--- src/design/pin_change_params.svh ---
// Purpose: register offsets, field positions and reset values of the pin change block
// Assumes: APB with 32-bit data, one aligned word per register
// Notes: definitions only
`ifndef PIN_CHANGE_PARAMS_SVH
`define PIN_CHANGE_PARAMS_SVH

`define PCD_OFF_RISE_EN 12'h000
`define PCD_OFF_FALL_EN 12'h004
`define PCD_OFF_PIN_FLAG 12'h008
`define PCD_OFF_INT_CTRL 12'h00c
`define PCD_OFF_IRQ_STAT 12'h010
`define PCD_OFF_IRQ_MASK 12'h014
`define PCD_OFF_PIN_LEVEL 12'h018

`define PCD_RISE_EN_RST 8'h00
`define PCD_FALL_EN_RST 8'h00
`define PCD_PIN_FLAG_RST 8'h00
`define PCD_IRQ_MASK_RST 2'h0
`define PCD_IRQ_STAT_RST 2'h0
`define PCD_SHARED_FLAG_RST 1'h0
`define PCD_SHARED_EN_RST 1'h0
`define PCD_PIN_PREV_RST 8'h00
`define PCD_PRDATA_RST 32'h0000_0000

`define PCD_CTRL_SHARED_FLAG_BIT 0
`define PCD_CTRL_SHARED_EN_BIT 1

`define PCD_EV_SHARED_BIT 0
`define PCD_EV_OVERRUN_BIT 1

`endif

--- src/design/pin_change_pkg.sv ---
// Purpose: types shared by the pin change block and its bench
// Assumes: eight port pins
// Notes: constants live in the params header
package pin_change_pkg;

  typedef logic [7:0] pin_vec_t;

  typedef struct packed {
    logic psel;
    logic penable;
    logic pwrite;
    logic [11:0] paddr;
    logic [31:0] pwdata;
  } apb_req_t;

  typedef struct packed {
    logic pready;
    logic pslverr;
    logic [31:0] prdata;
  } apb_rsp_t;

  typedef struct packed {
    logic overrun;
    logic shared;
  } irq_vec_t;

endpackage

--- src/design/port_b_pin_change_detect.sv ---
// Purpose: per-pin rising/falling change detection with sticky flags and interrupt
// Assumes: pins synchronous to clk; APB slave answering with zero wait states
// Notes: hardware set wins over a software clear in the same cycle
//
// Design decisions made here: the APB interface to the registers and the register addresses.
`timescale 1ns/1ns
`include "pin_change_params.svh"

// Function
// - A pin with its falling enable set detects high-to-low changes.
// - A pin with its rising enable set detects low-to-high changes.
// - An enabled rising or falling change sets that pin's flag.
// - Any flag set by an enabled edge also sets the shared flag.
// - A pin with both enables clear never sets its flag.
// - Flags read/write, set by hardware, cleared by software writing zero.
// - Falling enables and pin flags reset to zero on every reset.
// - Each per-pin register (enables, flags, level) is eight bits, bit n serving pin n; control, status and mask are two bits.
module port_b_pin_change_detect
  import pin_change_pkg::*;
(
  // Clock and reset
  input wire logic clk,
  input wire logic rst_b,
  // APB slave
  input wire apb_req_t apb_req,
  output apb_rsp_t apb_rsp,
  // Port pins
  input wire pin_vec_t port_pin_n,
  // Interrupt outputs
  output logic change_irq,
  output logic irq
);

  pin_vec_t rise_en_q;
  pin_vec_t fall_en_q;
  pin_vec_t pin_flag_q;
  pin_vec_t pin_prev_q;
  logic shared_flag_q;
  logic shared_en_q;
  irq_vec_t irq_stat_q;
  irq_vec_t irq_mask_q;
  logic [31:0] prdata_q;

  pin_vec_t rise_hit;
  pin_vec_t fall_hit;
  pin_vec_t edge_hit;
  logic wr_en;
  logic rd_en;
  logic addr_ok;
  pin_vec_t wdata8;

  // Per-register write strobes
  logic wr_rise;
  logic wr_fall;
  logic wr_flag;
  logic wr_ctrl;
  logic wr_stat;
  logic wr_mask;

  // Event summaries and read selection
  pin_vec_t over_hit;
  logic any_edge;
  logic any_over;
  logic [1:0] stat_ev;
  logic [1:0] stat_clr;
  logic [31:0] rd_word;

  localparam pin_vec_t flag_rst = `PCD_PIN_FLAG_RST;
  localparam irq_vec_t stat_rst = `PCD_IRQ_STAT_RST;

  function automatic logic is_mapped(input logic [11:0] a);
    is_mapped = (a == `PCD_OFF_RISE_EN) || (a == `PCD_OFF_FALL_EN) ||
                (a == `PCD_OFF_PIN_FLAG) || (a == `PCD_OFF_INT_CTRL) ||
                (a == `PCD_OFF_IRQ_STAT) || (a == `PCD_OFF_IRQ_MASK) ||
                (a == `PCD_OFF_PIN_LEVEL);
  endfunction

  function automatic logic hit(input logic [11:0] a, input logic [11:0] off);
    hit = (a == off);
  endfunction

  assign wr_en = apb_req.psel && apb_req.penable && apb_req.pwrite;
  assign rd_en = apb_req.psel && !apb_req.penable && !apb_req.pwrite;
  assign addr_ok = is_mapped(apb_req.paddr);
  assign wdata8 = apb_req.pwdata[7:0];

  // Previous sample per pin; pins already synchronous
  always_ff @(posedge clk or negedge rst_b) begin
    if (!rst_b) begin
      pin_prev_q <= `PCD_PIN_PREV_RST;
    end else begin
      pin_prev_q <= port_pin_n;
    end
  end

  // Per-pin edge qualification
  genvar g;
  generate
    for (g = 0; g < 8; g++) begin : g_pin
      assign rise_hit[g] = rise_en_q[g] && !pin_prev_q[g] && port_pin_n[g];
      assign fall_hit[g] = fall_en_q[g] && pin_prev_q[g] && !port_pin_n[g];
      assign edge_hit[g] = rise_hit[g] || fall_hit[g];
    end
  endgenerate

  // Write strobes, one per writable register (pin level has none)
  assign wr_rise = wr_en && hit(apb_req.paddr, `PCD_OFF_RISE_EN);
  assign wr_fall = wr_en && hit(apb_req.paddr, `PCD_OFF_FALL_EN);
  assign wr_flag = wr_en && hit(apb_req.paddr, `PCD_OFF_PIN_FLAG);
  assign wr_ctrl = wr_en && hit(apb_req.paddr, `PCD_OFF_INT_CTRL);
  assign wr_stat = wr_en && hit(apb_req.paddr, `PCD_OFF_IRQ_STAT);
  assign wr_mask = wr_en && hit(apb_req.paddr, `PCD_OFF_IRQ_MASK);

  // Event summaries
  assign any_edge = |edge_hit;
  assign over_hit = edge_hit & pin_flag_q;
  assign any_over = |over_hit;
  assign stat_ev[`PCD_EV_SHARED_BIT] = any_edge;
  assign stat_ev[`PCD_EV_OVERRUN_BIT] = any_over;
  assign stat_clr = wr_stat ? apb_req.pwdata[1:0] : 2'h0;

  // Rising edge enables
  always_ff @(posedge clk or negedge rst_b) begin
    if (!rst_b) begin
      rise_en_q <= `PCD_RISE_EN_RST;
    end else if (wr_rise) begin
      rise_en_q <= wdata8;
    end
  end

  // Falling edge enables
  always_ff @(posedge clk or negedge rst_b) begin
    if (!rst_b) begin
      fall_en_q <= `PCD_FALL_EN_RST;
    end else if (wr_fall) begin
      fall_en_q <= wdata8;
    end
  end

  // Pin flags: write stores, hardware set wins
  generate
    for (g = 0; g < 8; g++) begin : g_flag
      always_ff @(posedge clk or negedge rst_b) begin
        if (!rst_b) begin
          pin_flag_q[g] <= flag_rst[g];
        end else if (edge_hit[g]) begin
          pin_flag_q[g] <= 1'b1;
        end else if (wr_flag) begin
          pin_flag_q[g] <= wdata8[g];
        end
      end
    end
  endgenerate

  // Shared change flag, set wins over a written zero
  always_ff @(posedge clk or negedge rst_b) begin
    if (!rst_b) begin
      shared_flag_q <= `PCD_SHARED_FLAG_RST;
    end else if (any_edge) begin
      shared_flag_q <= 1'b1;
    end else if (wr_ctrl) begin
      shared_flag_q <= apb_req.pwdata[`PCD_CTRL_SHARED_FLAG_BIT];
    end
  end

  // Shared change enable
  always_ff @(posedge clk or negedge rst_b) begin
    if (!rst_b) begin
      shared_en_q <= `PCD_SHARED_EN_RST;
    end else if (wr_ctrl) begin
      shared_en_q <= apb_req.pwdata[`PCD_CTRL_SHARED_EN_BIT];
    end
  end

  assign change_irq = shared_flag_q && shared_en_q;

  // Sticky event status, write one to clear, set wins
  generate
    for (g = 0; g < 2; g++) begin : g_stat
      always_ff @(posedge clk or negedge rst_b) begin
        if (!rst_b) begin
          irq_stat_q[g] <= stat_rst[g];
        end else if (stat_ev[g]) begin
          irq_stat_q[g] <= 1'b1;
        end else if (stat_clr[g]) begin
          irq_stat_q[g] <= 1'b0;
        end
      end
    end
  endgenerate

  // Interrupt mask
  always_ff @(posedge clk or negedge rst_b) begin
    if (!rst_b) begin
      irq_mask_q <= `PCD_IRQ_MASK_RST;
    end else if (wr_mask) begin
      irq_mask_q <= apb_req.pwdata[1:0];
    end
  end

  assign irq = |(irq_stat_q & irq_mask_q);

  // Read word selection, unmapped reads zero
  always_comb begin
    rd_word = 32'h0000_0000;
    unique case (apb_req.paddr)
      `PCD_OFF_RISE_EN: rd_word = {24'h00_0000, rise_en_q};
      `PCD_OFF_FALL_EN: rd_word = {24'h00_0000, fall_en_q};
      `PCD_OFF_PIN_FLAG: rd_word = {24'h00_0000, pin_flag_q};
      `PCD_OFF_INT_CTRL: rd_word = {30'h0000_0000, shared_en_q, shared_flag_q};
      `PCD_OFF_IRQ_STAT: rd_word = {30'h0000_0000, irq_stat_q};
      `PCD_OFF_IRQ_MASK: rd_word = {30'h0000_0000, irq_mask_q};
      `PCD_OFF_PIN_LEVEL: rd_word = {24'h00_0000, pin_prev_q};
      default: rd_word = 32'h0000_0000;
    endcase
  end

  // Read data captured in setup cycle
  always_ff @(posedge clk or negedge rst_b) begin
    if (!rst_b) begin
      prdata_q <= `PCD_PRDATA_RST;
    end else if (rd_en) begin
      prdata_q <= rd_word;
    end
  end

  always_comb begin
    apb_rsp.pready = 1'b1;
    apb_rsp.pslverr = apb_req.psel && apb_req.penable && !addr_ok;
    apb_rsp.prdata = prdata_q;
  end

endmodule

--- config.mk ---
export PLATFORM = sky130hd
export DESIGN_NAME = port_b_pin_change_detect
export DESIGN_NICKNAME = d
export VERILOG_FILES = /design/src/design/pin_change_pkg.sv /design/src/design/port_b_pin_change_detect.sv
export VERILOG_INCLUDE_DIRS = /design/src /design/src/design
export SDC_FILE = /design/constraint.sdc
export NUM_CORES = 1
export LEC_CHECK = 0
export BUFFER_PORTS_ARGS = -buffer_cell sky130_fd_sc_hd__buf_2
export CAP_MARGIN = 40
export CORE_MARGIN = 8
export CORE_UTILIZATION = 30
export CTS_BUF_LIST = sky130_fd_sc_hd__clkbuf_8
export CTS_CLUSTER_DIAMETER = 60
export DETAILED_ROUTE_END_ITERATION = 12
export SYNTH_ARGS = -nofsm -noshare
export SYNTH_HDL_FRONTEND = slang
export SYNTH_SLANG_ARGS = --single-unit
--- constraint.sdc ---
create_clock -name clk -period 1.3 [get_ports clk]
set_input_delay 0.065 -clock clk [delete_from_list [all_inputs] [get_ports clk]]
set_output_delay 0.065 -clock clk [all_outputs]
set_load 0.02 [all_outputs]
==> results of run 1 <==
synth_stat cells (4+ instances only):
library cell   n  share of area, %
nand2_1       22               3.2
nand3_1       12               2.3
dfrtp_1       46                45
o21ai_0       13               2.5
clkbuf_1       4              0.59
mux2_2        19               8.4
o22ai_1        8               2.0
or3_1          4              0.98
a22o_1         6               2.1
buf_4         26               7.6
mux2i_1       11               4.3
nand3b_1      14               4.1
state kept, by name (all words and copies together) (netlist names):
| register | cells |
|---|---|
| rise_en_q | 8 |
| fall_en_q | 8 |
| prdata_q | 8 |
| shared_flag_q | 1 |
| pin_prev_q | 8 |
| pin_flag_q | 8 |
| irq_stat_q | 2 |
| irq_mask_q | 2 |
| shared_en_q | 1 |
repair_timing:
action                     4_1_cts  5_1_grt
pin swaps                       10       14
setup endpoints to repair       39       39
gates resized for setup         20       22
hold buffers                     9        0
buffers inserted                 1        3
hold endpoints to repair        54        0
cell families after synthesis:
kind of cell	after synthesis	synth area share, %
AND/OR/NAND/NOR	75	17.88
multiplexers	32	14.41
buffers and inverters	37	9.868
flip-flops	46	44.94
AO/OA/AOI/OAI	45	12.60
other	2	0.2932
per-stage QoR:
step	hold WS (ns)	power [mW]	std cells	worst slack, ns
6_report	0.02996	2.945	435	-0.1325
3_5_place_dp	0.06933	1.842	417	-0.5435
4_1_cts	0.02718	2.962	434	-0.1376
5_1_grt	0.03644	3.064	435	-0.1556
2_1_floorplan	-0.2306	1.715	260	-0.4809
3_3_place_gp	0.06903	1.837	417	-0.5210
layout make-up:
class	count	area, um^2	share of cell area [%]
timing repair buffer	97	686.9	19.62
inverter	3	11.26	0.3217
clock buffer	6	82.58	2.359
sequential	46	1151	32.88
tap	105	131.4	3.753
clock inverter	1	30.03	0.8578
multi-input combinational	177	1408	40.21
final timing paths:
check | startpoint | to | slack (ns)
setup / recovery | apb_req[40] | fall_en_q[3]$_DFFE_PN0P_ | -0.13
hold / removal | port_pin_n[2] | pin_prev_q[2]$_DFF_PN0_ | 0.03
setup reg to reg | pin_flag_q[1]$_DFFE_PN0P_ | prdata_q[1]$_DFFE_PN0P_ | -0.06
hold reg to reg | prdata_q[2]$_DFFE_PN0P_ | prdata_q[2]$_DFFE_PN0P_ | 0.49
max in group asynchronous | rst_b | pin_prev_q[3]$_DFF_PN0_ | 0.81
min in group asynchronous | rst_b | prdata_q[3]$_DFFE_PN0P_ | 0.28
power by group through the flow:
stage / combinational, mW / clock (mW) / sequential [mW]
global route: 0.413 / 1.17 / 1.48
floorplan: 0.220 / 0 / 1.49
CTS: 0.370 / 1.12 / 1.47
detailed placement: 0.341 / 0 / 1.50
global placement: 0.336 / 0 / 1.50
finish: 0.377 / 1.09 / 1.47
layer usage:
metal | vias to the layer above | routed length (um) | track usage [%]
li1 | 1010 | - | -
met2 | 75 | 3315 | 20.23
met5 | - | 0 | 0
met3 | 9 | 597 | 3.272
met4 | 0 | 79 | 3.226
met1 | 1040 | 3146 | 15.17
==> qor.csv, run 1 <==
metric,value,unit
status,finished with violations,
failing checks,setup timing,
WP data required,1.48,ns
power per cell area,841.1,nW/um^2
VDD IR max,0.4317,mV
Detail Route Antenna Nets,0,
Tot GR Track Use,12.15,%
HPWL after detailed placement,5507,um
cell family with most CP delay,simple AND/OR/NAND/NOR gates,
cts bufs inserted,5,
num rows,33,
Clock Pin Slew Worst Setup and Hold Paths,0.09,ns
initial drt markers,121,
CTS root buf,clkbuf_8,
Crit. End Element,flip-flop,
max-slew violations,0,
worst slew pin tran,0.5089,ns
FILL cells,800,
CTS Sinks,46,
fin crit share,110.2,%
Clock Tree Buf Depth,2,
Post-Layout Inst Area,3501,um^2
Critical Path Stages,6,
clk_lat worst skew,0.30,ns
vias,2134,
WHS Path Cells,1,
layout cells sized above 1,44.24,%
Async SR Flop Fraction,100.0,%
Leak,1.669,nW
critical path peak fanout,8,
largest net degree at the start of global routing,47,
cell-internal power,2.224,mW
Max Clk Rate,698.1,MHz
RePlAce Congestion,0.8410,
synth warn,0,
per-cell routed wire length,16.41,um
"most common cell after layout, fill and taps aside",dfrtp_1,
Critical Path Max Stage Delay,0.58,ns
Mapped Area,2561,um^2
max_slew headroom,66.07,%
worst clock skew,0.007644,ns
"Top FF cell, synth",dfrtp_1,
critical path startpoint category,input port,
number of diodes,0,
number of synthesized register bits,46,
I/O Buffers,43,
Horiz. Die Dim,108.4,um
IO Count,93,
Post-synth EDFFs,0,
CP max-delay cell,or4_4,
DRT Pass-1 Iters,4,
area delta synth->final,36.69,%
setup_tns,-1.882,ns
Sequential Power Share,50.1,%
Fin. Hold Viols,0,
Post-Route WL,7139,um
switching part of the total power,24.48,%
# setup viols final,32,
final worst slack,-0.1325,ns
Final nets,387,
CP bufs+invs,2,
worst min-delay path class,input port to flip-flop,
first-pass GRT wire length,11300,um
Logic pwr share,12.8,%
Clock power frac,37.1,%
vias in the first global route,2177,
starting density of the core,31.02,%
Syn Inst Count,237,
switching pwr,720.7,uW
CTS tree,built,
crit-path cells,buf_6 -> or4_4 -> nor4_4 -> and3_4 -> buf_12 -> mux2_4,
core area,8258,um^2
syn avg cell area,10.81,um^2
worst path arrival time,1.61,ns
crit path time final,1.432,ns
die height,108.4,um
initial antenna violation count,0,
Area after DPL,3109,um^2
"Core Util, Final",42.39,%
"Distinct cells, synth",41,
H-tree depth,2,
critical path class,input port to flip-flop,
Worst R2R Path Depth,4,
vias per cell,4.906,
total gr overflow,0,
register area share after synthesis,44.94,%
"commonest non-fill, non-tap cells in the layout","46 x dfrtp_1, 43 x buf_4, 41 x buf_2, 25 x conb_1, 21 x nand2_1",
residual DRC count,0,
RSZ-0062 raised after global routing,yes,
# Max-Cap Violations,0,
Die ar.,11750,um^2
No activity file was read; power rests on OpenSTA's default activity.
==> run 2: changes to the inputs <==
--- a/config.mk
+++ b/config.mk
@@ -8,11 +8,15 @@
 export LEC_CHECK = 0
 export BUFFER_PORTS_ARGS = -buffer_cell sky130_fd_sc_hd__buf_2
 export CAP_MARGIN = 40
+export CELL_PAD_IN_SITES_DETAIL_PLACEMENT = 1
+export CELL_PAD_IN_SITES_GLOBAL_PLACEMENT = 1
 export CORE_MARGIN = 8
 export CORE_UTILIZATION = 30
 export CTS_BUF_LIST = sky130_fd_sc_hd__clkbuf_8
 export CTS_CLUSTER_DIAMETER = 60
 export DETAILED_ROUTE_END_ITERATION = 12
+export PLACE_DENSITY_LB_ADDON = 0.1
+export REMOVE_ABC_BUFFERS = 1
 export SYNTH_ARGS = -nofsm -noshare
 export SYNTH_HDL_FRONTEND = slang
 export SYNTH_SLANG_ARGS = --single-unit
==> qor.csv, run 2 (synthesized netlist as in run 1, its figures left out) <==
metric,value,unit
first-pass GRT wire length,13010,um
CTS root buf,clkbuf_8,
"commonest non-fill, non-tap cells in the layout","51 x buf_4, 46 x dfrtp_1, 41 x buf_2, 25 x conb_1, 21 x nand2_1",
cts bufs inserted,5,
num rows,33,
core area,8258,um^2
fin crit share,112.7,%
FILL cells,935,
switching pwr,802.3,uW
Leak,1.749,nW
WP data required,1.51,ns
crit path time final,1.465,ns
"Cell Count, Final, Fillers Out",450,
status,finished with violations,
most frequent CP cell,buf_6,
Die ar.,11750,um^2
RSZ-0062 raised after global routing,yes,
cell-internal power,2.194,mW
clk_lat worst skew,0.31,ns
Post-Route WL,8101,um
RePlAce Congestion,0.7733,
IO Count,93,
VDD IR max,0.3961,mV
number of diodes,0,
starting density of the core,31.02,%
residual DRC count,0,
"most common cell after layout, fill and taps aside",buf_4,
switching part of the total power,26.78,%
die height,108.4,um
area delta synth->final,41.87,%
max_slew headroom,54.56,%
crit-path cells,buf_6 -> or4_4 -> nor4_4 -> and3_4 -> buf_6 -> mux2_2,
initial antenna violation count,0,
DRT Pass-1 Iters,4,
# Max-Cap Violations,0,
per-cell routed wire length,18.00,um
HPWL after detailed placement,6163,um
Crit. End Element,flip-flop,
Max Clk Rate,682.4,MHz
Clock Tree Buf Depth,2,
Clock Pin Slew Worst Setup and Hold Paths,0.10,ns
R2R setup slack,-0.06,ns
total gr overflow,0,
Logic pwr share,13.3,%
H-tree depth,2,
total power,2.996,mW
failing checks,setup timing,
worst path arrival time,1.67,ns
Horiz. Die Dim,108.4,um
Sequential Power Share,49.3,%
vias per cell,4.931,
Tot GR Track Use,14.21,%
initial drt markers,106,
Final nets,401,
Clock power frac,37.5,%
critical path startpoint category,input port,
I/O Buffers,43,
CTS tree,built,
# setup viols final,37,
max-slew violations,0,
CP max-delay cell,or4_4,
worst slew pin tran,0.6765,ns
Critical Path Max Stage Delay,0.58,ns
critical path class,input port to flip-flop,
layout cells sized above 1,46.67,%
worst clock skew,0.01159,ns
placed instance count,428,
Fin. Hold Viols,0,
final worst slack,-0.1655,ns
critical path peak fanout,4,
power per cell area,824.5,nW/um^2
Detail Route Antenna Nets,0,
worst min-delay path class,input port to flip-flop,
vias in the first global route,2364,
CTS Sinks,46,
largest net degree at the start of global routing,47,
vias,2219,
[run 2: cell count changes in the layout (fill, tap and decap cells not counted), moves of 2 or more]
cell and delta:
a21boi_0 +2, mux2_2 +2, buf_4 +8, a31o_2 -2, buf_6 +7, clkinvlp_4 +2, mux2_4 -2, a31o_4 +2
[run 2: worst paths after layout]
check                                               start                       end  depth (start not counted)
worst max-delay path                          apb_req[40]  fall_en_q[3]$_DFFE_PN0P_                          6
worst min-delay path                           apb_req[7]  fall_en_q[7]$_DFFE_PN0P_                          2
worst max register to register  pin_flag_q[1]$_DFFE_PN0P_   prdata_q[1]$_DFFE_PN0P_                          4
worst min register to register    prdata_q[5]$_DFFE_PN0P_   prdata_q[5]$_DFFE_PN0P_                          2
max in group asynchronous                           rst_b   prdata_q[1]$_DFFE_PN0P_                          3
min in group asynchronous                           rst_b   prdata_q[7]$_DFFE_PN0P_                          3
[run 2: worst max-delay path, delay by kind of cell]
kind,cells,cell delay [ns]
and+or+nand+nor,3,1.06
muxes,1,0.33
buffers and inverters,2,0.21
[run 2: final cells by class]
type | count | area (um^2) | area share, %
clock buffers | 5 | 68.82 | 1.894
clock inverters | 3 | 45.04 | 1.240
inverters | 3 | 11.26 | 0.3099
multi-input cells | 177 | 1418 | 39.02
flip-flops and latches | 46 | 1151 | 31.68
well taps | 105 | 131.4 | 3.616
repair buffers | 111 | 808.3 | 22.25
[run 2: metrics by stage]
step / setup slack [ns] / utilization, % / setup TNS (ns) / hold WS [ns] / cell area [um^2]
after floorplan: -0.5501 / - / -12.07 / -0.2306 / 2406
after global placement: -0.5784 / 38.39 / -19.07 / 0.07409 / 3171
after detailed placement: -0.6001 / 38.39 / -19.77 / 0.07712 / 3171
after CTS: -0.1271 / 42.48 / -2.616 / 0.01579 / 3508
after global routing: -0.1830 / 44.00 / -3.561 / 0.007694 / 3633
final: -0.1655 / 44.00 / -2.215 / 0.01954 / 3633
[run 2: power by group through the flow]
stage	combinational (mW)	clock [mW]	sequential, mW
after floorplan	0.140	0	1.49
after global placement	0.348	0	1.50
after detailed placement	0.353	0	1.50
after CTS	0.385	1.15	1.47
final	0.397	1.12	1.48
after global routing	0.435	1.21	1.48
[run 2: metal layers]
metal	wire, um	up-vias	GRT usage (%)
met5	0	-	0
met4	89	0	2.933
met3	494	7	3.331
met2	3858	54	23.10
met1	3659	1115	18.78
li1	-	1043	-
[run 2: what timing repair did]
action	in CTS	in global routing
endpoints found under the setup margin	39	39
hold buffers	9	0
setup buffers	3	3
pin swaps	17	27
hold endpoints to repair	54	0
resized for setup	37	22
==> run 3: changes to the inputs <==
--- a/config.mk
+++ b/config.mk
@@ -6,7 +6,6 @@
 export SDC_FILE = /design/constraint.sdc
 export NUM_CORES = 1
 export LEC_CHECK = 0
-export BUFFER_PORTS_ARGS = -buffer_cell sky130_fd_sc_hd__buf_2
 export CAP_MARGIN = 40
 export CELL_PAD_IN_SITES_DETAIL_PLACEMENT = 1
 export CELL_PAD_IN_SITES_GLOBAL_PLACEMENT = 1
@@ -15,6 +14,7 @@
 export CTS_BUF_LIST = sky130_fd_sc_hd__clkbuf_8
 export CTS_CLUSTER_DIAMETER = 60
 export DETAILED_ROUTE_END_ITERATION = 12
+export DONT_BUFFER_PORTS = 1
 export PLACE_DENSITY_LB_ADDON = 0.1
 export REMOVE_ABC_BUFFERS = 1
 export SYNTH_ARGS = -nofsm -noshare
==> qor.csv, run 3 (synthesized netlist as in run 1, its figures left out) <==
metric,value,unit
vias per cell,5.017,
max_slew headroom,55.94,%
CTS Sinks,46,
Clock Tree Buf Depth,2,
layout cells sized above 1,34.78,%
DRT Pass-1 Iters,4,
"commonest non-fill, non-tap cells in the layout","46 x dfrtp_1, 39 x buf_4, 25 x conb_1, 19 x nand2_1, 19 x dlygate4sd3_1",
initial drt markers,62,
placed instance count,367,
worst clock skew,0.006001,ns
critical path class,input port to flip-flop,
status,finished with violations,
area delta synth->final,33.22,%
Detail Route Antenna Nets,0,
Clock Pin Slew Worst Setup and Hold Paths,0.08,ns
Crit. Startpoint,apb_req[33],
# setup viols final,18,
RePlAce Congestion,0.7534,
CTS tree,built,
Tot GR Track Use,13.85,%
first-pass GRT wire length,12420,um
initial antenna violation count,0,
fin crit share,108.8,%
per-cell routed wire length,20.17,um
Hold WS,0.02952,ns
crit-path cells,or4_4 -> buf_6 -> nor4_4 -> and3_4 -> mux2_4,
power per cell area,770.4,nW/um^2
Critical Path Max Stage Delay,0.57,ns
Horiz. Die Dim,108.4,um
WP data required,1.49,ns
R2R setup slack,-0.01,ns
CP bufs+invs,1,
vias in the first global route,2160,
total gr overflow,0,
Crit. End Element,flip-flop,
IO Count,93,
worst r2r src,rise_en_q[1]$_DFFE_PN0P_,
H-tree depth,2,
starting density of the core,31.02,%
I/O Buffers,0,
critical path peak fanout,4,
critical path startpoint category,input port,
num rows,33,
"Cell Count, Final, Fillers Out",404,
final worst slack,-0.1146,ns
VDD IR max,0.3351,mV
number of diodes,0,
Die ar.,11750,um^2
cts bufs inserted,5,
Post-Route WL,8148,um
# Max-Cap Violations,0,
hold wc startpoint,port_pin_n[7],
"most common cell after layout, fill and taps aside",dfrtp_1,
worst path arrival time,1.60,ns
crit path time final,1.415,ns
HPWL after detailed placement,5900,um
vias,2027,
CP max-delay cell,or4_4,
die height,108.4,um
residual DRC count,0,
max-slew violations,0,
Leak,1.506,nW
failing checks,setup timing,
cell family with most CP delay,simple AND/OR/NAND/NOR gates,
RSZ-0062 raised after global routing,yes,
CTS root buf,clkbuf_8,
worst min-delay path class,input port to flip-flop,
Final nets,356,
core area,8258,um^2
worst slew pin tran,0.6558,ns
largest net degree at the start of global routing,47,
Max Clk Rate,706.9,MHz
Fin. Hold Viols,0,
clk_lat worst skew,0.30,ns
==> run 3: path summary, 6_finish.rpt <==
| path | to | cells after the start |
|---|---|---|
| max in group asynchronous | irq_mask_q[1]$_DFFE_PN0P_ | 2 |
| setup reg to reg | prdata_q[1]$_DFFE_PN0P_ | 4 |
| setup / recovery | irq_mask_q[1]$_DFFE_PN0P_ | 5 |
| hold reg to reg | pin_flag_q[1]$_DFFE_PN0P_ | 2 |
| min in group asynchronous | prdata_q[7]$_DFFE_PN0P_ | 2 |
| hold / removal | pin_flag_q[7]$_DFFE_PN0P_ | 2 |
==> run 3: per-stage QoR <==
| step | area [um^2] | setup TNS [ns] | worst slack, ns | utilization [%] | power, mW |
|---|---|---|---|---|---|
| after global routing | 3412 | -2.074 | -0.1619 | 41.32 | 2.754 |
| after detailed placement | 2808 | -15.70 | -0.4864 | 34.00 | 1.690 |
| after floorplan | 2406 | -12.07 | -0.5501 | - | 1.635 |
| after global placement | 2808 | -14.96 | -0.4736 | 34.00 | 1.688 |
| final | 3412 | -1.073 | -0.1146 | 41.32 | 2.629 |
| after CTS | 3198 | -1.214 | -0.1003 | 38.73 | 2.650 |
==> run 3: layout make-up <==
cell class,instances,area [um^2]
fillers,915,4846
repair buffers,66,589.3
inverters,3,11.26
well taps,105,131.4
clock inverters,2,7.507
flip-flops and latches,46,1151
clock buffers,5,68.82
multi-input cells,177,1453
==> run 3: per-layer routing <==
metal	up-vias	wire, um	track usage [%]
met2	57	4009	23.67
met1	1012	3485	17.09
met4	0	68	3.226
li1	953	-	-
met5	-	0	0
met3	5	584	3.450
==> run 3: power by group <==
part / internal [mW] / switching, mW
combinational: 0.129 / 0.184
sequential: 1.45 / 0.0239
clock: 0.356 / 0.482
==> run 3: timing repair <==
item                                   in CTS  in global routing
buffers inserted                            4                  6
pin swaps                                  10                 13
gates resized for setup                    25                 34
hold buffers                               20                  0
setup endpoints to repair                  38                 38
endpoints found under the hold margin      87                  0
